`src/verilog/mtrs_pkg.sv`:
```
// Shared constants and types for the turnaround, half-symbol timer, reset and security register bank
package mtrs_pkg;

   // Bus geometry
   localparam int          ADDR_W        = 8;
   localparam int          DATA_W        = 32;
   localparam int          IDX_W         = 6;

   // Register indices; byte address is four times the index
   localparam logic [5:0]  IDX_TURN      = 6'h27;
   localparam logic [5:0]  IDX_HST_LOW   = 6'h28;
   localparam logic [5:0]  IDX_HST_HIGH  = 6'h29;
   localparam logic [5:0]  IDX_SOFT_RST  = 6'h2A;
   localparam logic [5:0]  IDX_RX_SEC    = 6'h2B;
   localparam logic [5:0]  IDX_STABILIZE = 6'h2E;

   // Turnaround register fields
   localparam int          TURN_LSB      = 4;
   localparam logic [3:0]  TURN_RESET    = 4'h4;
   localparam logic [3:0]  TURN_MIN      = 4'h2;
   localparam logic [3:0]  TURN_LOW_FIX  = 4'h8;

   // Stabilization register fields
   localparam int          VCO_LSB       = 4;
   localparam logic [3:0]  VCO_RESET     = 4'h7;
   localparam logic [3:0]  SIFS_RESET    = 4'h5;

   // Half-symbol timer
   localparam logic [15:0] HST_RESET     = 16'h0000;

   // Soft reset bits
   localparam int          RST_MAC_BIT   = 0;
   localparam int          RST_BB_BIT    = 1;
   localparam int          RST_PWR_BIT   = 2;

   // Security control fields
   localparam int          TXN_SUITE_LSB = 0;
   localparam int          RX_SUITE_LSB  = 3;
   localparam int          START_BIT     = 6;
   localparam int          IGNORE_BIT    = 7;

   // Timing
   localparam int          CLK_MHZ            = 50;
   localparam int          SYMBOL_US          = 16;
   localparam int          HALF_SYMBOL_US     = 8;
   localparam int          HALF_SYMBOL_CYCLES = HALF_SYMBOL_US * CLK_MHZ;
   localparam int          SECTION_RST_CYCLES = 4;

   // Security suite codes
   typedef enum logic [2:0] {
      MTRS_SUITE_NONE       = 3'h0,
      MTRS_SUITE_CTR        = 3'h1,
      MTRS_SUITE_CCM_128    = 3'h2,
      MTRS_SUITE_CCM_64     = 3'h3,
      MTRS_SUITE_CCM_32     = 3'h4,
      MTRS_SUITE_CBCMAC_128 = 3'h5,
      MTRS_SUITE_CBCMAC_64  = 3'h6,
      MTRS_SUITE_CBCMAC_32  = 3'h7
   } mtrs_suite_t;

   // Bus handshake states
   typedef enum logic [1:0] {
      MTRS_BUS_IDLE = 2'b01,
      MTRS_BUS_ACK  = 2'b10
   } mtrs_bus_t;

endpackage

```
`src/verilog/mtrs_half_symbol_timer.sv`:
```
// Half-symbol down-counter that flags expiry after the loaded number of 8 us periods
`timescale 1ns/1ps
`default_nettype none
module mtrs_half_symbol_timer
#(
   parameter int HALF_CYCLES = mtrs_pkg::HALF_SYMBOL_CYCLES,
   parameter int W           = 16
)
(
   input  wire logic         clk_sys,
   input  wire logic         rst,
   input  wire logic         ce,
   input  wire logic         load,
   input  wire logic [W-1:0] count_init,
   output var  logic         running,
   output var  logic         expired
);
   import mtrs_pkg::*;

   logic [15:0]  prescale;
   logic [W-1:0] remain;
   logic [15:0]  next_prescale;
   logic [W-1:0] next_remain;
   logic         next_running;
   logic         next_expired;
   logic         tick;

   // One tick per half symbol period
   always_comb
   begin
      tick          = running && (prescale == 16'(HALF_CYCLES - 1));
      next_prescale = tick ? 16'h0000 : prescale + 16'h0001;
      next_remain   = remain;
      next_running  = running;
      next_expired  = 1'b0;
      if (!running)
         next_prescale = 16'h0000;
      if (load)
      begin
         next_prescale = 16'h0000;
         next_remain   = count_init;
         next_running  = (count_init != '0);
      end
      else if (tick)
      begin
         next_remain = remain - W'(1);
         if (remain == W'(1))
         begin
            next_running = 1'b0;
            next_expired = 1'b1;
         end
      end
   end

   always_ff @(posedge clk_sys or posedge rst)
   begin
      if (rst)
      begin
         prescale <= 16'h0000;
         remain   <= '0;
         running  <= 1'b0;
         expired  <= 1'b0;
      end
      else if (ce)
      begin
         prescale <= next_prescale;
         remain   <= next_remain;
         running  <= next_running;
         expired  <= next_expired;
      end
   end
endmodule
`default_nettype wire

```
`src/verilog/mtrs_pulse_gen.sv`:
```
// Self-clearing pulse of programmable length, restarted by a start strobe
`timescale 1ns/1ps
`default_nettype none
module mtrs_pulse_gen
#(
   parameter int LEN = 4
)
(
   input  wire logic clk_sys,
   input  wire logic rst,
   input  wire logic ce,
   input  wire logic start,
   output var  logic pulse
);
   import mtrs_pkg::*;

   logic [7:0] cnt;
   logic [7:0] next_cnt;
   logic       next_pulse;

   // Count down and drop the pulse by itself
   always_comb
   begin
      next_cnt   = cnt;
      if (start)
         next_cnt = LEN[7:0];
      else if (cnt != 8'h00)
         next_cnt = cnt - 8'h01;
      next_pulse = (next_cnt != 8'h00);
   end

   always_ff @(posedge clk_sys or posedge rst)
   begin
      if (rst)
      begin
         cnt   <= 8'h00;
         pulse <= 1'b0;
      end
      else if (ce)
      begin
         cnt   <= next_cnt;
         pulse <= next_pulse;
      end
   end
endmodule
`default_nettype wire

```
`src/verilog/mtrs_regs.sv`:
```
// Turnaround, half-symbol timer, section reset and receive security register bank on Avalon-MM
//
// Decided for this implementation: the Avalon-MM interface to the registers.
`timescale 1ns/1ps
`default_nettype none
module mtrs_regs
#(
   parameter int RST_CYCLES  = mtrs_pkg::SECTION_RST_CYCLES,
   parameter int HALF_CYCLES = mtrs_pkg::HALF_SYMBOL_CYCLES
)
(
   input  wire logic                          clk_sys,
   input  wire logic                          rst,
   input  wire logic                          ce,
   input  wire logic [mtrs_pkg::ADDR_W-1:0]   avs_address,
   input  wire logic                          avs_read,
   input  wire logic                          avs_write,
   input  wire logic [mtrs_pkg::DATA_W-1:0]   avs_writedata,
   input  wire logic [3:0]                    avs_byteenable,
   output var  logic [mtrs_pkg::DATA_W-1:0]   avs_readdata,
   output var  logic                          avs_waitrequest,
   output var  logic [3:0]                    turnaround_symbols,
   output var  logic [3:0]                    vco_settle_symbols,
   output var  logic [15:0]                   half_symbol_count,
   output var  logic                          half_symbol_running,
   output var  logic                          half_symbol_expired,
   output var  logic                          power_mgmt_reset,
   output var  logic                          baseband_reset,
   output var  logic                          mac_section_reset,
   output var  logic                          rx_decrypt_ignore,
   output var  logic                          rx_decrypt_start,
   output var  mtrs_pkg::mtrs_suite_t         rx_suite_select,
   output var  mtrs_pkg::mtrs_suite_t         tx_normal_suite_select
);
   import mtrs_pkg::*;

   // Decoding used for reads only; writes decode the index in their own case
   function automatic logic is_mapped(input logic [IDX_W-1:0] idx);
      begin
         is_mapped = (idx == IDX_TURN) || (idx == IDX_HST_LOW) || (idx == IDX_HST_HIGH) ||
                     (idx == IDX_SOFT_RST) || (idx == IDX_RX_SEC) || (idx == IDX_STABILIZE);
      end
   endfunction

   function automatic logic [3:0] turn_floor(input logic [3:0] v);
      begin
         turn_floor = (v < TURN_MIN) ? TURN_MIN : v;
      end
   endfunction

   logic [IDX_W-1:0] idx;
   logic [7:0]       wbyte;
   logic             wr_fire;
   logic             rd_take;
   logic [7:0]       rd_byte;

   mtrs_bus_t        bus_state;
   mtrs_bus_t        next_bus_state;
   logic             next_waitrequest;
   logic [DATA_W-1:0] next_readdata;

   logic [3:0]       sifs_symbols;
   logic [3:0]       next_turnaround;
   logic [3:0]       next_vco_settle;
   logic [3:0]       next_sifs;
   logic [15:0]      next_half_count;
   mtrs_suite_t      next_rx_suite;
   mtrs_suite_t      next_tx_suite;
   logic             hst_load;
   logic [4:0]       pulse_start;
   logic [4:0]       pulse_out;

   assign idx     = avs_address[ADDR_W-1:2];
   assign wbyte   = avs_writedata[7:0];
   assign wr_fire = (bus_state == MTRS_BUS_ACK) && avs_write && avs_byteenable[0];
   assign rd_take = (bus_state == MTRS_BUS_IDLE) && avs_read && !avs_write;

   // Read value of the addressed register
   always_comb
   begin
      rd_byte = 8'h00;
      unique case (1'b1)
         idx == IDX_TURN:      rd_byte = {turnaround_symbols, TURN_LOW_FIX};
         idx == IDX_HST_LOW:   rd_byte = half_symbol_count[7:0];
         idx == IDX_HST_HIGH:  rd_byte = half_symbol_count[15:8];
         idx == IDX_SOFT_RST:  rd_byte = 8'h00;
         idx == IDX_RX_SEC:    rd_byte = {2'b00, rx_suite_select, tx_normal_suite_select};
         idx == IDX_STABILIZE: rd_byte = {vco_settle_symbols, sifs_symbols};
         default:              rd_byte = 8'h00;
      endcase
      if (!is_mapped(idx))
         rd_byte = 8'h00;
   end

   // Bus handshake: one wait cycle, then answer
   always_comb
   begin
      next_bus_state   = bus_state;
      next_waitrequest = 1'b1;
      next_readdata    = avs_readdata;
      unique case (bus_state)
         MTRS_BUS_IDLE:
         begin
            if (avs_read || avs_write)
            begin
               next_bus_state   = MTRS_BUS_ACK;
               next_waitrequest = 1'b0;
               next_readdata    = rd_take ? {24'h000000, rd_byte} : '0;
            end
         end
         MTRS_BUS_ACK:
         begin
            next_bus_state   = MTRS_BUS_IDLE;
            next_waitrequest = 1'b1;
         end
      endcase
   end

   always_ff @(posedge clk_sys or posedge rst)
   begin
      if (rst)
      begin
         bus_state       <= MTRS_BUS_IDLE;
         avs_waitrequest <= 1'b1;
         avs_readdata    <= '0;
      end
      else if (ce)
      begin
         bus_state       <= next_bus_state;
         avs_waitrequest <= next_waitrequest;
         avs_readdata    <= next_readdata;
      end
   end

   // Register writes
   always_comb
   begin
      next_turnaround = turnaround_symbols;
      next_vco_settle = vco_settle_symbols;
      next_sifs       = sifs_symbols;
      next_half_count = half_symbol_count;
      next_rx_suite   = rx_suite_select;
      next_tx_suite   = tx_normal_suite_select;
      hst_load        = 1'b0;
      pulse_start     = 5'h00;
      if (wr_fire)
      begin
         unique case (1'b1)
            idx == IDX_TURN:
               next_turnaround = turn_floor(wbyte[TURN_LSB +: 4]);
            idx == IDX_HST_LOW:
               next_half_count[7:0] = wbyte;
            idx == IDX_HST_HIGH:
            begin
               next_half_count[15:8] = wbyte;
               hst_load              = 1'b1;
            end
            idx == IDX_SOFT_RST:
            begin
               pulse_start[0] = wbyte[RST_MAC_BIT];
               pulse_start[1] = wbyte[RST_BB_BIT];
               pulse_start[2] = wbyte[RST_PWR_BIT];
            end
            idx == IDX_RX_SEC:
            begin
               next_rx_suite  = mtrs_suite_t'(wbyte[RX_SUITE_LSB +: 3]);
               next_tx_suite  = mtrs_suite_t'(wbyte[TXN_SUITE_LSB +: 3]);
               pulse_start[3] = wbyte[START_BIT];
               pulse_start[4] = wbyte[IGNORE_BIT];
            end
            idx == IDX_STABILIZE:
            begin
               next_vco_settle = wbyte[VCO_LSB +: 4];
               next_sifs       = wbyte[3:0];
            end
            default:
            begin
               next_turnaround = turnaround_symbols;
            end
         endcase
      end
   end

   always_ff @(posedge clk_sys or posedge rst)
   begin
      if (rst)
      begin
         turnaround_symbols     <= TURN_RESET;
         vco_settle_symbols     <= VCO_RESET;
         sifs_symbols           <= SIFS_RESET;
         half_symbol_count      <= HST_RESET;
         rx_suite_select        <= MTRS_SUITE_NONE;
         tx_normal_suite_select <= MTRS_SUITE_NONE;
      end
      else if (ce)
      begin
         turnaround_symbols     <= next_turnaround;
         vco_settle_symbols     <= next_vco_settle;
         sifs_symbols           <= next_sifs;
         half_symbol_count      <= next_half_count;
         rx_suite_select        <= next_rx_suite;
         tx_normal_suite_select <= next_tx_suite;
      end
   end

   // Section resets stretch over several cycles, decryption strobes last one
   genvar g;
   generate
      for (g = 0; g < 5; g++)
      begin : g_pulse
         mtrs_pulse_gen
         #(
            .LEN (g < 3 ? RST_CYCLES : 1)
         )
         u_pulse
         (
            .clk_sys (clk_sys),
            .rst     (rst),
            .ce      (ce),
            .start   (pulse_start[g]),
            .pulse   (pulse_out[g])
         );
      end
   endgenerate

   assign mac_section_reset = pulse_out[0];
   assign baseband_reset    = pulse_out[1];
   assign power_mgmt_reset  = pulse_out[2];
   assign rx_decrypt_start  = pulse_out[3];
   assign rx_decrypt_ignore = pulse_out[4];

   mtrs_half_symbol_timer
   #(
      .HALF_CYCLES (HALF_CYCLES),
      .W           (16)
   )
   u_timer
   (
      .clk_sys    (clk_sys),
      .rst        (rst),
      .ce         (ce),
      .load       (hst_load),
      .count_init (next_half_count),
      .running    (half_symbol_running),
      .expired    (half_symbol_expired)
   );
endmodule
`default_nettype wire
```
`config.mk`:
```
export PLATFORM = sky130hd
export DESIGN_NAME = mtrs_regs
export DESIGN_NICKNAME = d
export VERILOG_FILES = /design/src/verilog/mtrs_pkg.sv /design/src/verilog/mtrs_half_symbol_timer.sv /design/src/verilog/mtrs_pulse_gen.sv /design/src/verilog/mtrs_regs.sv
export SDC_FILE = /design/constraint.sdc
export NUM_CORES = 1
export LEC_CHECK = 0
export ABC_AREA = 0
export BUFFER_PORTS_ARGS = -buffer_cell sky130_fd_sc_hd__buf_2
export CAP_MARGIN = 20
export CORE_ASPECT_RATIO = 1.1
export CORE_MARGIN = 4
export CORE_UTILIZATION = 40
export CTS_CLUSTER_SIZE = 40
export DETAILED_ROUTE_END_ITERATION = 8
export GPL_ROUTABILITY_DRIVEN = 0
export SETUP_SLACK_MARGIN = 0.15
export SLEW_MARGIN = 10
export SYNTH_ARGS = -nofsm -noshare
export SYNTH_HDL_FRONTEND = slang
export SYNTH_SLANG_ARGS = --single-unit
```
`constraint.sdc`:
```
create_clock -name clk_sys -period 10.2 [get_ports clk_sys]
set_input_delay 2.04 -clock clk_sys [delete_from_list [all_inputs] [get_ports clk_sys]]
set_output_delay 2.04 -clock clk_sys [all_outputs]
set_load 0.005 [all_outputs]
```
# Yosys cells after proc, flatten, opt, wreduce, memory -nomap -nowiden
# Index checks and enable logic that the tools add are counted.
[classes]
bitwise = 0
reduce_logical = 32
mux = 37
n_eq_ne = 11
n_div = 0
n_mul = 0
n_shift = 0
add_sub_neg = 7
n_lt_le_gt_ge = 1
[ops]
columns = ["operator", "count"]
rows = [
  ["8-bit two-way mux", 14],
  ["16-bit two-way mux", 6],
  ["8-bit nonzero test", 10],
  ["8-bit case mux with 5 select lines", 1],
  ["8-bit by 1-bit subtractor with 8-bit output (second input constant)", 5],
  ["6-bit equality test (second input constant)", 6],
  ["16-bit by 1-bit adder with 16-bit output (second input constant)", 1],
  ["16-bit by 1-bit equality test with 1-bit output (second input constant)", 1],
  ["16-bit by 9-bit equality test with 1-bit output (second input constant)", 1],
  ["16-bit nonzero test", 1],
  ["16-bit by 1-bit subtractor with 16-bit output (second input constant)", 1],
  ["3-bit AND reduction", 5],
  ["1-bit two-way mux", 9],
  ["1-bit logical OR", 6],
  ["1-bit logical AND", 5],
  ["5-bit two-way mux", 1],
  ["4-bit by 2-bit < comparator with 1-bit output (second input constant)", 1],
  ["2-bit two-way mux", 2],
  ["4-bit two-way mux", 1],
  ["2-bit case mux with 2 select lines", 1],
  ["2-bit AND reduction", 2],
  ["2-bit nonzero test", 2],
  ["3-bit two-way mux", 1],
  ["2-bit by 1-bit equality test with 1-bit output (second input constant)", 1],
  ["4 further kinds", 4],
]
[word_totals]
ramBits = 0
mem_count = 0
elab_cells = 111
out_inout_bits = 70
rom_bits = 0
latchBits = 0
register_bits = 148

# Longest topological paths before layout
# Gate-level depths: netlist of run 1.
[depth]
depth_word = 8
ltp_mapped = 8
depth_no_buf = 7

# Modules after synthesis
# From an unflattened synthesis of run 1, not the netlist that was laid out.
[hier_totals]
hier_cells = 846
hier_area_um2 = 8160.3
[modules_own_cells]
columns = ["module", "cells_each", "seq_area_each_um2", "instances", "area_per_inst_um2"]
rows = [
  ["mtrs_regs", 221, 1136.1, 1, 2613.8],
  ["mtrs_half_symbol_timer", 268, 850.8, 1, 2301.0],
  ["mtrs_pulse_gen at g_pulse[0].u_pulse ...", 75, 225.2, 3, 665.6],
  ["mtrs_pulse_gen at g_pulse[3].u_pulse ...", 66, 225.2, 2, 624.3],
]

# Worst setup path before layout of run 1
# OpenSTA, ideal clock, no wires.
[synth_path]
path_kind = "input-to-reg"
startpoint = "input port avs_address[6] (netlist name)"
endpoint = "register u_timer.remain[14]"
cell_stages = 8
required_ns = 10.076
arrival_ns = 3.466
slack_ns = 6.610
path_cell_list = "nand4bb_1 -> clkbuf_1 -> nor3_2 -> buf_4 -> clkbuf_1 -> nor2_1 -> a22oi_1 -> o2bb2ai_1"
[synth_via]
elab_chain_len = 5
word_cells_on_any_way = 8
[synth_lines]
columns = ["element", "line_no", "text"]
rows = [
  ["start, declared", "mtrs_regs.sv:15", "input wire logic [mtrs_pkg::ADDR_W-1:0] avs_address,"],
  ["6-bit equality test (*)", "mtrs_regs.sv:153", "idx == IDX_HST_HIGH:"],
  ["1-bit two-way mux", "mtrs_regs.sv:148", "unique case (1'b1)"],
  ["1-bit two-way mux", "mtrs_regs.sv:146", "if (wr_fire)"],
  ["2-bit nonzero test (no line)", "-", ""],
  ["2-bit AND reduction (no line)", "-", ""],
  ["end signal, assigned", "mtrs_half_symbol_timer.sv:67", "remain <= next_remain;"],
  ["end, declared", "mtrs_half_symbol_timer.sv:21", "logic [W-1:0] remain;"],
]
# Mark *: on every way between the ends. The rest lies on a longest branch, timed or not.
# A chain may end at the register's enable or synchronous reset.

# Final worst setup path of run 1
[layout_path]
startpoint = "input port avs_address[4] (netlist name)"
endpoint = "register g_pulse[4].u_pulse.cnt[7]"
[layout_via]
elab_chain_len = 4
[layout_lines]
columns = ["element", "line_no", "text"]
rows = [
  ["6-bit equality test", "mtrs_regs.sv:164", "idx == IDX_RX_SEC:"],
  ["2-bit two-way mux", "mtrs_regs.sv:148", ""],
  ["5-bit two-way mux", "mtrs_regs.sv:146", ""],
  ["8-bit two-way mux", "mtrs_pulse_gen.sv:25", "if (start)"],
  ["end signal, assigned", "mtrs_pulse_gen.sv:41", "cnt <= next_cnt;"],
  ["end, declared", "mtrs_pulse_gen.sv:17", "logic [7:0] cnt;"],
]
# No other way between the ends.

==> results of run 1 <==
-- kinds of logic after synthesis --
family | synth area share, %
multiplexers | 3.54
buffers and inverters | 6.02
AO/OA/AOI/OAI | 18.6
flip-flops | 44.7
other | 0.0539
AND/OR/NAND/NOR | 22.0
XOR/XNOR | 2.77
adder cells (fa/ha/maj) | 2.34
-- final cells by class --
| cell class | instances | area (µm²) |
|---|---|---|
| fillers | 1668 | 9060 |
| multi-input cells | 563 | 3520 |
| flip-flops and latches | 124 | 3110 |
| clock buffers | 17 | 425 |
| repair buffers | 73 | 385 |
| well taps | 234 | 293 |
| clock inverters | 15 | 176 |
| inverters | 27 | 104 |
-- sequential cells by signal (all words and copies together), names as in the netlist --
signal	cells
sifs_symbols	4
u_timer.remain	16
half_symbol_count	16
avs_waitrequest	1
turnaround_symbols	4
avs_readdata	8
g_pulse.u_pulse.pulse	5
rx_suite_select	3
u_timer.prescale	16
u_timer.running	1
tx_normal_suite_select	3
u_timer.expired	1
g_pulse.u_pulse.cnt	40
vco_settle_symbols	4
bus_state	2
-- worst min path at each step --
stage | start | to | slack (ns) | cells past startpoint
after detailed placement | avs_readdata[3]$_DFFE_PP0P_ | avs_readdata[3]$_DFFE_PP0P_ | 0.46 | 1
final | avs_readdata[3]$_DFFE_PP0P_ | avs_readdata[3]$_DFFE_PP0P_ | 0.48 | 1
after CTS | avs_readdata[4]$_DFFE_PP0P_ | avs_readdata[4]$_DFFE_PP0P_ | 0.48 | 1
after global routing | avs_readdata[3]$_DFFE_PP0P_ | avs_readdata[3]$_DFFE_PP0P_ | 0.51 | 1
after floorplan | g_pulse[0].u_pulse.cnt[7]$_DFFE_PP0P_ | g_pulse[0].u_pulse.cnt[7]$_DFFE_PP0P_ | 0.47 | 1
after global placement | avs_readdata[5]$_DFFE_PP0P_ | avs_readdata[5]$_DFFE_PP0P_ | 0.47 | 1
-- layer usage --
layer  GRT usage (%)  up-vias
met3            4.38       26
met1            26.5     2815
li1                -     2839
met5               0        -
met2            28.9      169
met4            6.84        0
-- worst max-delay path: stages --
cell,delay [ns]
buf_2,0.13
nand4bb_1,0.46
nor4_1,0.92
nor2_1,0.19
a21o_1,0.21
a21o_1,0.17
-- cells in the mapped netlist, drive strengths merged (9+ instances only) --
| master | count |
|---|---|
| nand4 | 14 |
| a22o | 16 |
| xor2 | 9 |
| nand2 | 77 |
| nor3 | 31 |
| buf | 33 |
| mux2 | 21 |
| o2bb2ai | 11 |
| o31ai | 11 |
| nand2b | 11 |
| nor2 | 59 |
| clkbuf | 21 |
| o21ai | 58 |
| dfrtp | 116 |
| inv | 27 |
| xnor2 | 13 |
| ha | 13 |
| nand3 | 27 |
| nor4 | 21 |
| a21oi | 29 |
-- report_power, final --
group / internal [mW] / total (mW) / switching [mW]
Clock: 0.369 / 0.620 / 0.251
Sequential: 0.557 / 0.647 / 0.0898
Combinational: 0.114 / 0.257 / 0.143
Total: 1.04 / 1.52 / 0.485
==> summary.txt, run 1 <==
Final layout
  • Most common cell after layout, fill and taps aside: dfrtp_1
  • # nets final: 868
  • Share of layout cells above drive strength 1: 18.4%
  • Finished Layout Cells: 1053
  • # diodes: 0
  • Util after Layout: 46.9%
  • Fin area: 0.00802 mm²
  • Area delta synth->final: 15.2%
  • Most frequent cells in the layout: dfrtp_1 (116), nand2_1 (77), buf_2 (65)

Critical path
  • Worst reg2reg path depth: 6
  • Worst Setup EP: g_pulse[4].u_pulse.cnt[7]$_DFFE_PP0P_
  • Maximum fanout along the worst path: 7
  • CP Data Arrival Time: 4.12 ns
  • Origin of the worst setup path: avs_address[4]
  • Critical path endpoint category: register
  • Startpoint types: input pin
  • CP Data Required Time: 10.52 ns
  • Reg-to-reg slack, setup: 7.45 ns
  • FF-to-FF Start: u_timer.prescale[0]$_DFFE_PP0P_
  • RR Endpoint: u_timer.remain[14]$_DFFE_PP0P_
  • Critical Setup Path Class: in2reg

Global route
  • GR Overflow Total: 0
  • Global Route Usage Sum: 19.0%
  • Largest net degree at the start of global routing: 69
  • Vias in the first global route: 5627
  • First-pass GRT wire length: 29900 µm
  • Number of antenna violations at the first check in global routing: 0

Detailed routing
  • Met2 wire len: 8220 µm
  • Via Count: 5849
  • DR DRC count: 0
  • Highest routed layer: met4
  • DR WL met3: 1130 µm
  • Routed metal-1 wire length: 8170 µm
  • WL final: 17900 µm
  • Vias/cell: 5.55
  • Final ANT Viol Nets: 0
  • Drt first pass iters: 5
  • Initial DRC count: 431
  • Wire length per cell: 17.0 µm

STA
  • FMAX: 0.263 GHz
  • Max-slew violation count: 0
  • Final Worst Setup Slack: 6.40 ns
  • Layout Skew: 0.0121 ns
  • Final hold slack: 0.480 ns
  • Worst-margin pin slew: 0.918 ns
  • Fin crit period: 3.80 ns
  • RSZ-0062 raised after global routing: no
  • Slew headroom: 38.3%
  • Setup tns final: 0 ns
  • Hold Vio Cnt, Final: 0
  • Fin crit share: 37.3%
  • Setup violators final: 0

Clocking
  • Resize count post-CTS: 0
  • Worst-Skew Late Latency: 0.43 ns
  • CTS sink cnt: 124
  • Buffer count from post-CTS setup fixing: 0
  • H-tree levels: 4
  • Clock transition at the registers of the reported paths: 0.06 ns
  • Maximum clock path buffer count: 2
  • Hold Buf Count CTS: 0
  • Total CTS buffers: 17
  • CTS tree: yes
  • Clk root buf: clkbuf_16

Logic synthesis
  • Largest cells by area after synthesis: dfrtp_1 (42%), nand2_1 (4.2%), o21ai_0 (4.0%), mux2_2 (3.4%), nor2_1 (3.1%)
  • Synth Cell Area: 0.00696 mm²
  • Cells after Synth: 745
  • Share of flip-flops with an asynchronous set or reset: 100%
  • Sequential share of the synthesized area: 44.7%
  • Synthesized flop and latch total: 124
  • Synth area leader: dfrtp_1
  • Syn_area_per_cell: 9.34 µm²
  • Netlist cell types: 72
  • Top cell type's share of synthesized area: 41.7%
  • EDFF count, synth: 0
  • Main flop type after synthesis: dfrtp_1
  • YS warnings: 0

Pwr
  • Leak: 3.54 nW
  • Cell Pwr Density: 190 mW/mm²
  • Total power: 1.52 mW
  • Peak supply drop: 0.127 mV

Worst hold path
  • Min-delay worst type: reg2reg

Floorplan
  • Die ar.: 0.0196 mm²
  • Row Count: 50
  • # IOs: 119
  • Width of the die: 134 µm
  • CORE AREA: 0.0171 mm²
  • Initial Utilization: 40.7%
  • Die height: 146 µm

Place
  • DP Wirelength: 12400 µm
  • Number of port buffers: 65
  • Placed Cells: 1021
  • DP Area: 0.00741 mm²
  • Pre-CTS WS: 5.95 ns

Run
  • Count of max-cap constraint violations: 0

Status
  • Outcome: finished, final reports clean
(Power assumes the default switching activity.)
==> run 2: changes to the inputs <==
==> constraint.sdc (replaced) <==
create_clock -name clk_sys -period 3.58 [get_ports clk_sys]
set_input_delay 0.716 -clock clk_sys [delete_from_list [all_inputs] [get_ports clk_sys]]
set_output_delay 0.716 -clock clk_sys [all_outputs]
set_load 0.005 [all_outputs]
==> summary.txt, run 2 (same netlist as run 1, synthesis figures left out) <==
Status
  • Outcome: finished, final reports clean

STA
  • Layout Skew: 0.00723 ns
  • Slew headroom: 38.2%
  • RSZ-0062 raised after global routing: no
  • Fin crit share: 78.9%
  • Hold Vio Cnt, Final: 0
  • Fin crit period: 2.82 ns
  • Max-slew violation count: 0
  • Worst-margin pin slew: 0.918 ns
  • FMAX: 0.354 GHz
  • Setup tns final: 0 ns
  • Setup violators final: 0

Critical path
  • Critical path endpoint category: register
  • Maximum fanout along the worst path: 13
  • Origin of the worst setup path: u_timer.prescale[0]$_DFFE_PP0P_
  • Critical Setup Path Class: reg2reg
  • CP Data Arrival Time: 3.10 ns
  • CP Data Required Time: 3.85 ns
  • FF-to-FF Start: u_timer.prescale[0]$_DFFE_PP0P_
  • Startpoint types: register

Clocking
  • Clock transition at the registers of the reported paths: 0.06 ns
  • Resize count post-CTS: 0
  • Worst-Skew Late Latency: 0.42 ns
  • Clk root buf: clkbuf_16
  • CTS sink cnt: 124
  • Total CTS buffers: 17
  • Buffer count from post-CTS setup fixing: 0
  • Hold Buf Count CTS: 0
  • CTS tree: yes
  • Maximum clock path buffer count: 2
  • H-tree levels: 4

Floorplan
  • Initial Utilization: 40.7%
  • Width of the die: 134 µm
  • CORE AREA: 0.0171 mm²
  • # IOs: 119
  • Die ar.: 0.0196 mm²
  • Die height: 146 µm
  • Row Count: 50

Global route
  • First-pass GRT wire length: 29200 µm
  • Vias in the first global route: 5592
  • GR Overflow Total: 0
  • Number of antenna violations at the first check in global routing: 0
  • Largest net degree at the start of global routing: 48
  • Global Route Usage Sum: 18.5%

Pwr
  • Comb power frac: 16.5%
  • Internal power: 3.18 mW
  • Cell Pwr Density: 555 mW/mm²
  • Clk pwr share: 42.6%
  • Sw Ratio: 29.6%
  • Leak: 3.59 nW
  • Sequential share of power: 40.9%
  • Peak supply drop: 0.439 mV
  • Psw: 1.34 mW

Final layout
  • Filler cells: 1612
  • Most frequent cells in the layout: dfrtp_1 (116), nand2_1 (77), buf_2 (65)
  • Util after Layout: 47.6%
  • Share of layout cells above drive strength 1: 18.9%
  • Most common cell after layout, fill and taps aside: dfrtp_1
  • # nets final: 874
  • Area delta synth->final: 16.8%
  • # diodes: 0
  • Largest register FFs: 40
  • Reg with most FFs: g_pulse.u_pulse.cnt

Detailed routing
  • Via Count: 5856
  • Wire length per cell: 16.9 µm
  • Vias/cell: 5.53
  • Drt first pass iters: 5
  • DR DRC count: 0
  • WL final: 17900 µm
  • Initial DRC count: 420
  • Final ANT Viol Nets: 0

Place
  • DP Wirelength: 12600 µm
  • Number of port buffers: 65

Run
  • Count of max-cap constraint violations: 0

Worst hold path
  • Min-delay worst type: in2async
[run 2: cell types whose count changed in the layout (fill, tap and decap cells not counted), moves of 3 or more]
cell        change
buf_4           +5
bufinv_16       +3
clkinvlp_4      +3
inv_6           -6
[run 2: power by group through the flow]
stage | Sequential [mW] | Combinational (mW) | Clock (mW)
2_1_floorplan | 1.76 | 0.647 | 0
3_3_place_gp | 1.86 | 0.731 | 0
4_1_cts | 1.84 | 0.747 | 1.96
5_1_grt | 1.88 | 0.844 | 2.02
3_5_place_dp | 1.86 | 0.747 | 0
6_report | 1.85 | 0.743 | 1.92
[run 2: final timing paths]
| path | to | slack [ns] | cells after the start |
|---|---|---|---|
| setup reg to reg | u_timer.remain[14]$_DFFE_PP0P_ | 0.76 | 6 |
| setup / recovery | u_timer.remain[14]$_DFFE_PP0P_ | 0.76 | 6 |
| max in group asynchronous | turnaround_symbols[2]$_DFFE_PP1P_ | 2.42 | 3 |
| min in group clk_sys | avs_readdata[4]$_DFFE_PP0P_ | 0.48 | 1 |
| hold reg to reg | avs_readdata[4]$_DFFE_PP0P_ | 0.48 | 1 |
| hold / removal | half_symbol_count[8]$_DFFE_PP0P_ | 0.34 | 2 |
[run 2: metal layers]
metal  vias to the layer above  GRT usage (%)  wire length [µm]
met5                         -              0                 0
met4                         0           3.96               112
met3                         8           4.48              1050
met2                       159           30.0              8470
met1                      2842           25.2              8290
li1                       2847              -                 -
[run 2: critical path: stages, from the launching register on]
cell and delay (ns):
dfrtp_1 0.41, ha_1 0.27, or4b_4 0.50, nor4_4 0.65, o21a_1 0.51, o21ai_0 0.17
o2bb2ai_1 0.16
[run 2: area by class of cell]
class                           instances  area [µm²]  share of cell area [%]
Multi-Input combinational cell        563        3520                    43.3
Tap cell                              234         293                    3.60
Clock inverter                         13         214                    2.63
Sequential cell                       124        3110                    38.3
Timing Repair Buffer                   79         443                    5.45
Inverter                               27         105                    1.29
Clock buffer                           19         443                    5.45
[run 2: metrics by stage]
stage / instance area (µm²) / instances / setup WS, ns / power (mW) / hold WS [ns]
final: 8130 / 1059 / 0.755 / 4.51 / 0.343
after detailed placement: 7470 / 1027 / 0.808 / 2.61 / 0.462
after global placement: 7470 / 1027 / 0.818 / 2.59 / 0.465
after global routing: 8130 / 1059 / 0.613 / 4.75 / 0.365
after CTS: 8130 / 1059 / 0.753 / 4.55 / 0.345
after floorplan: 7050 / 768 / 1.31 / 2.41 / 0.468
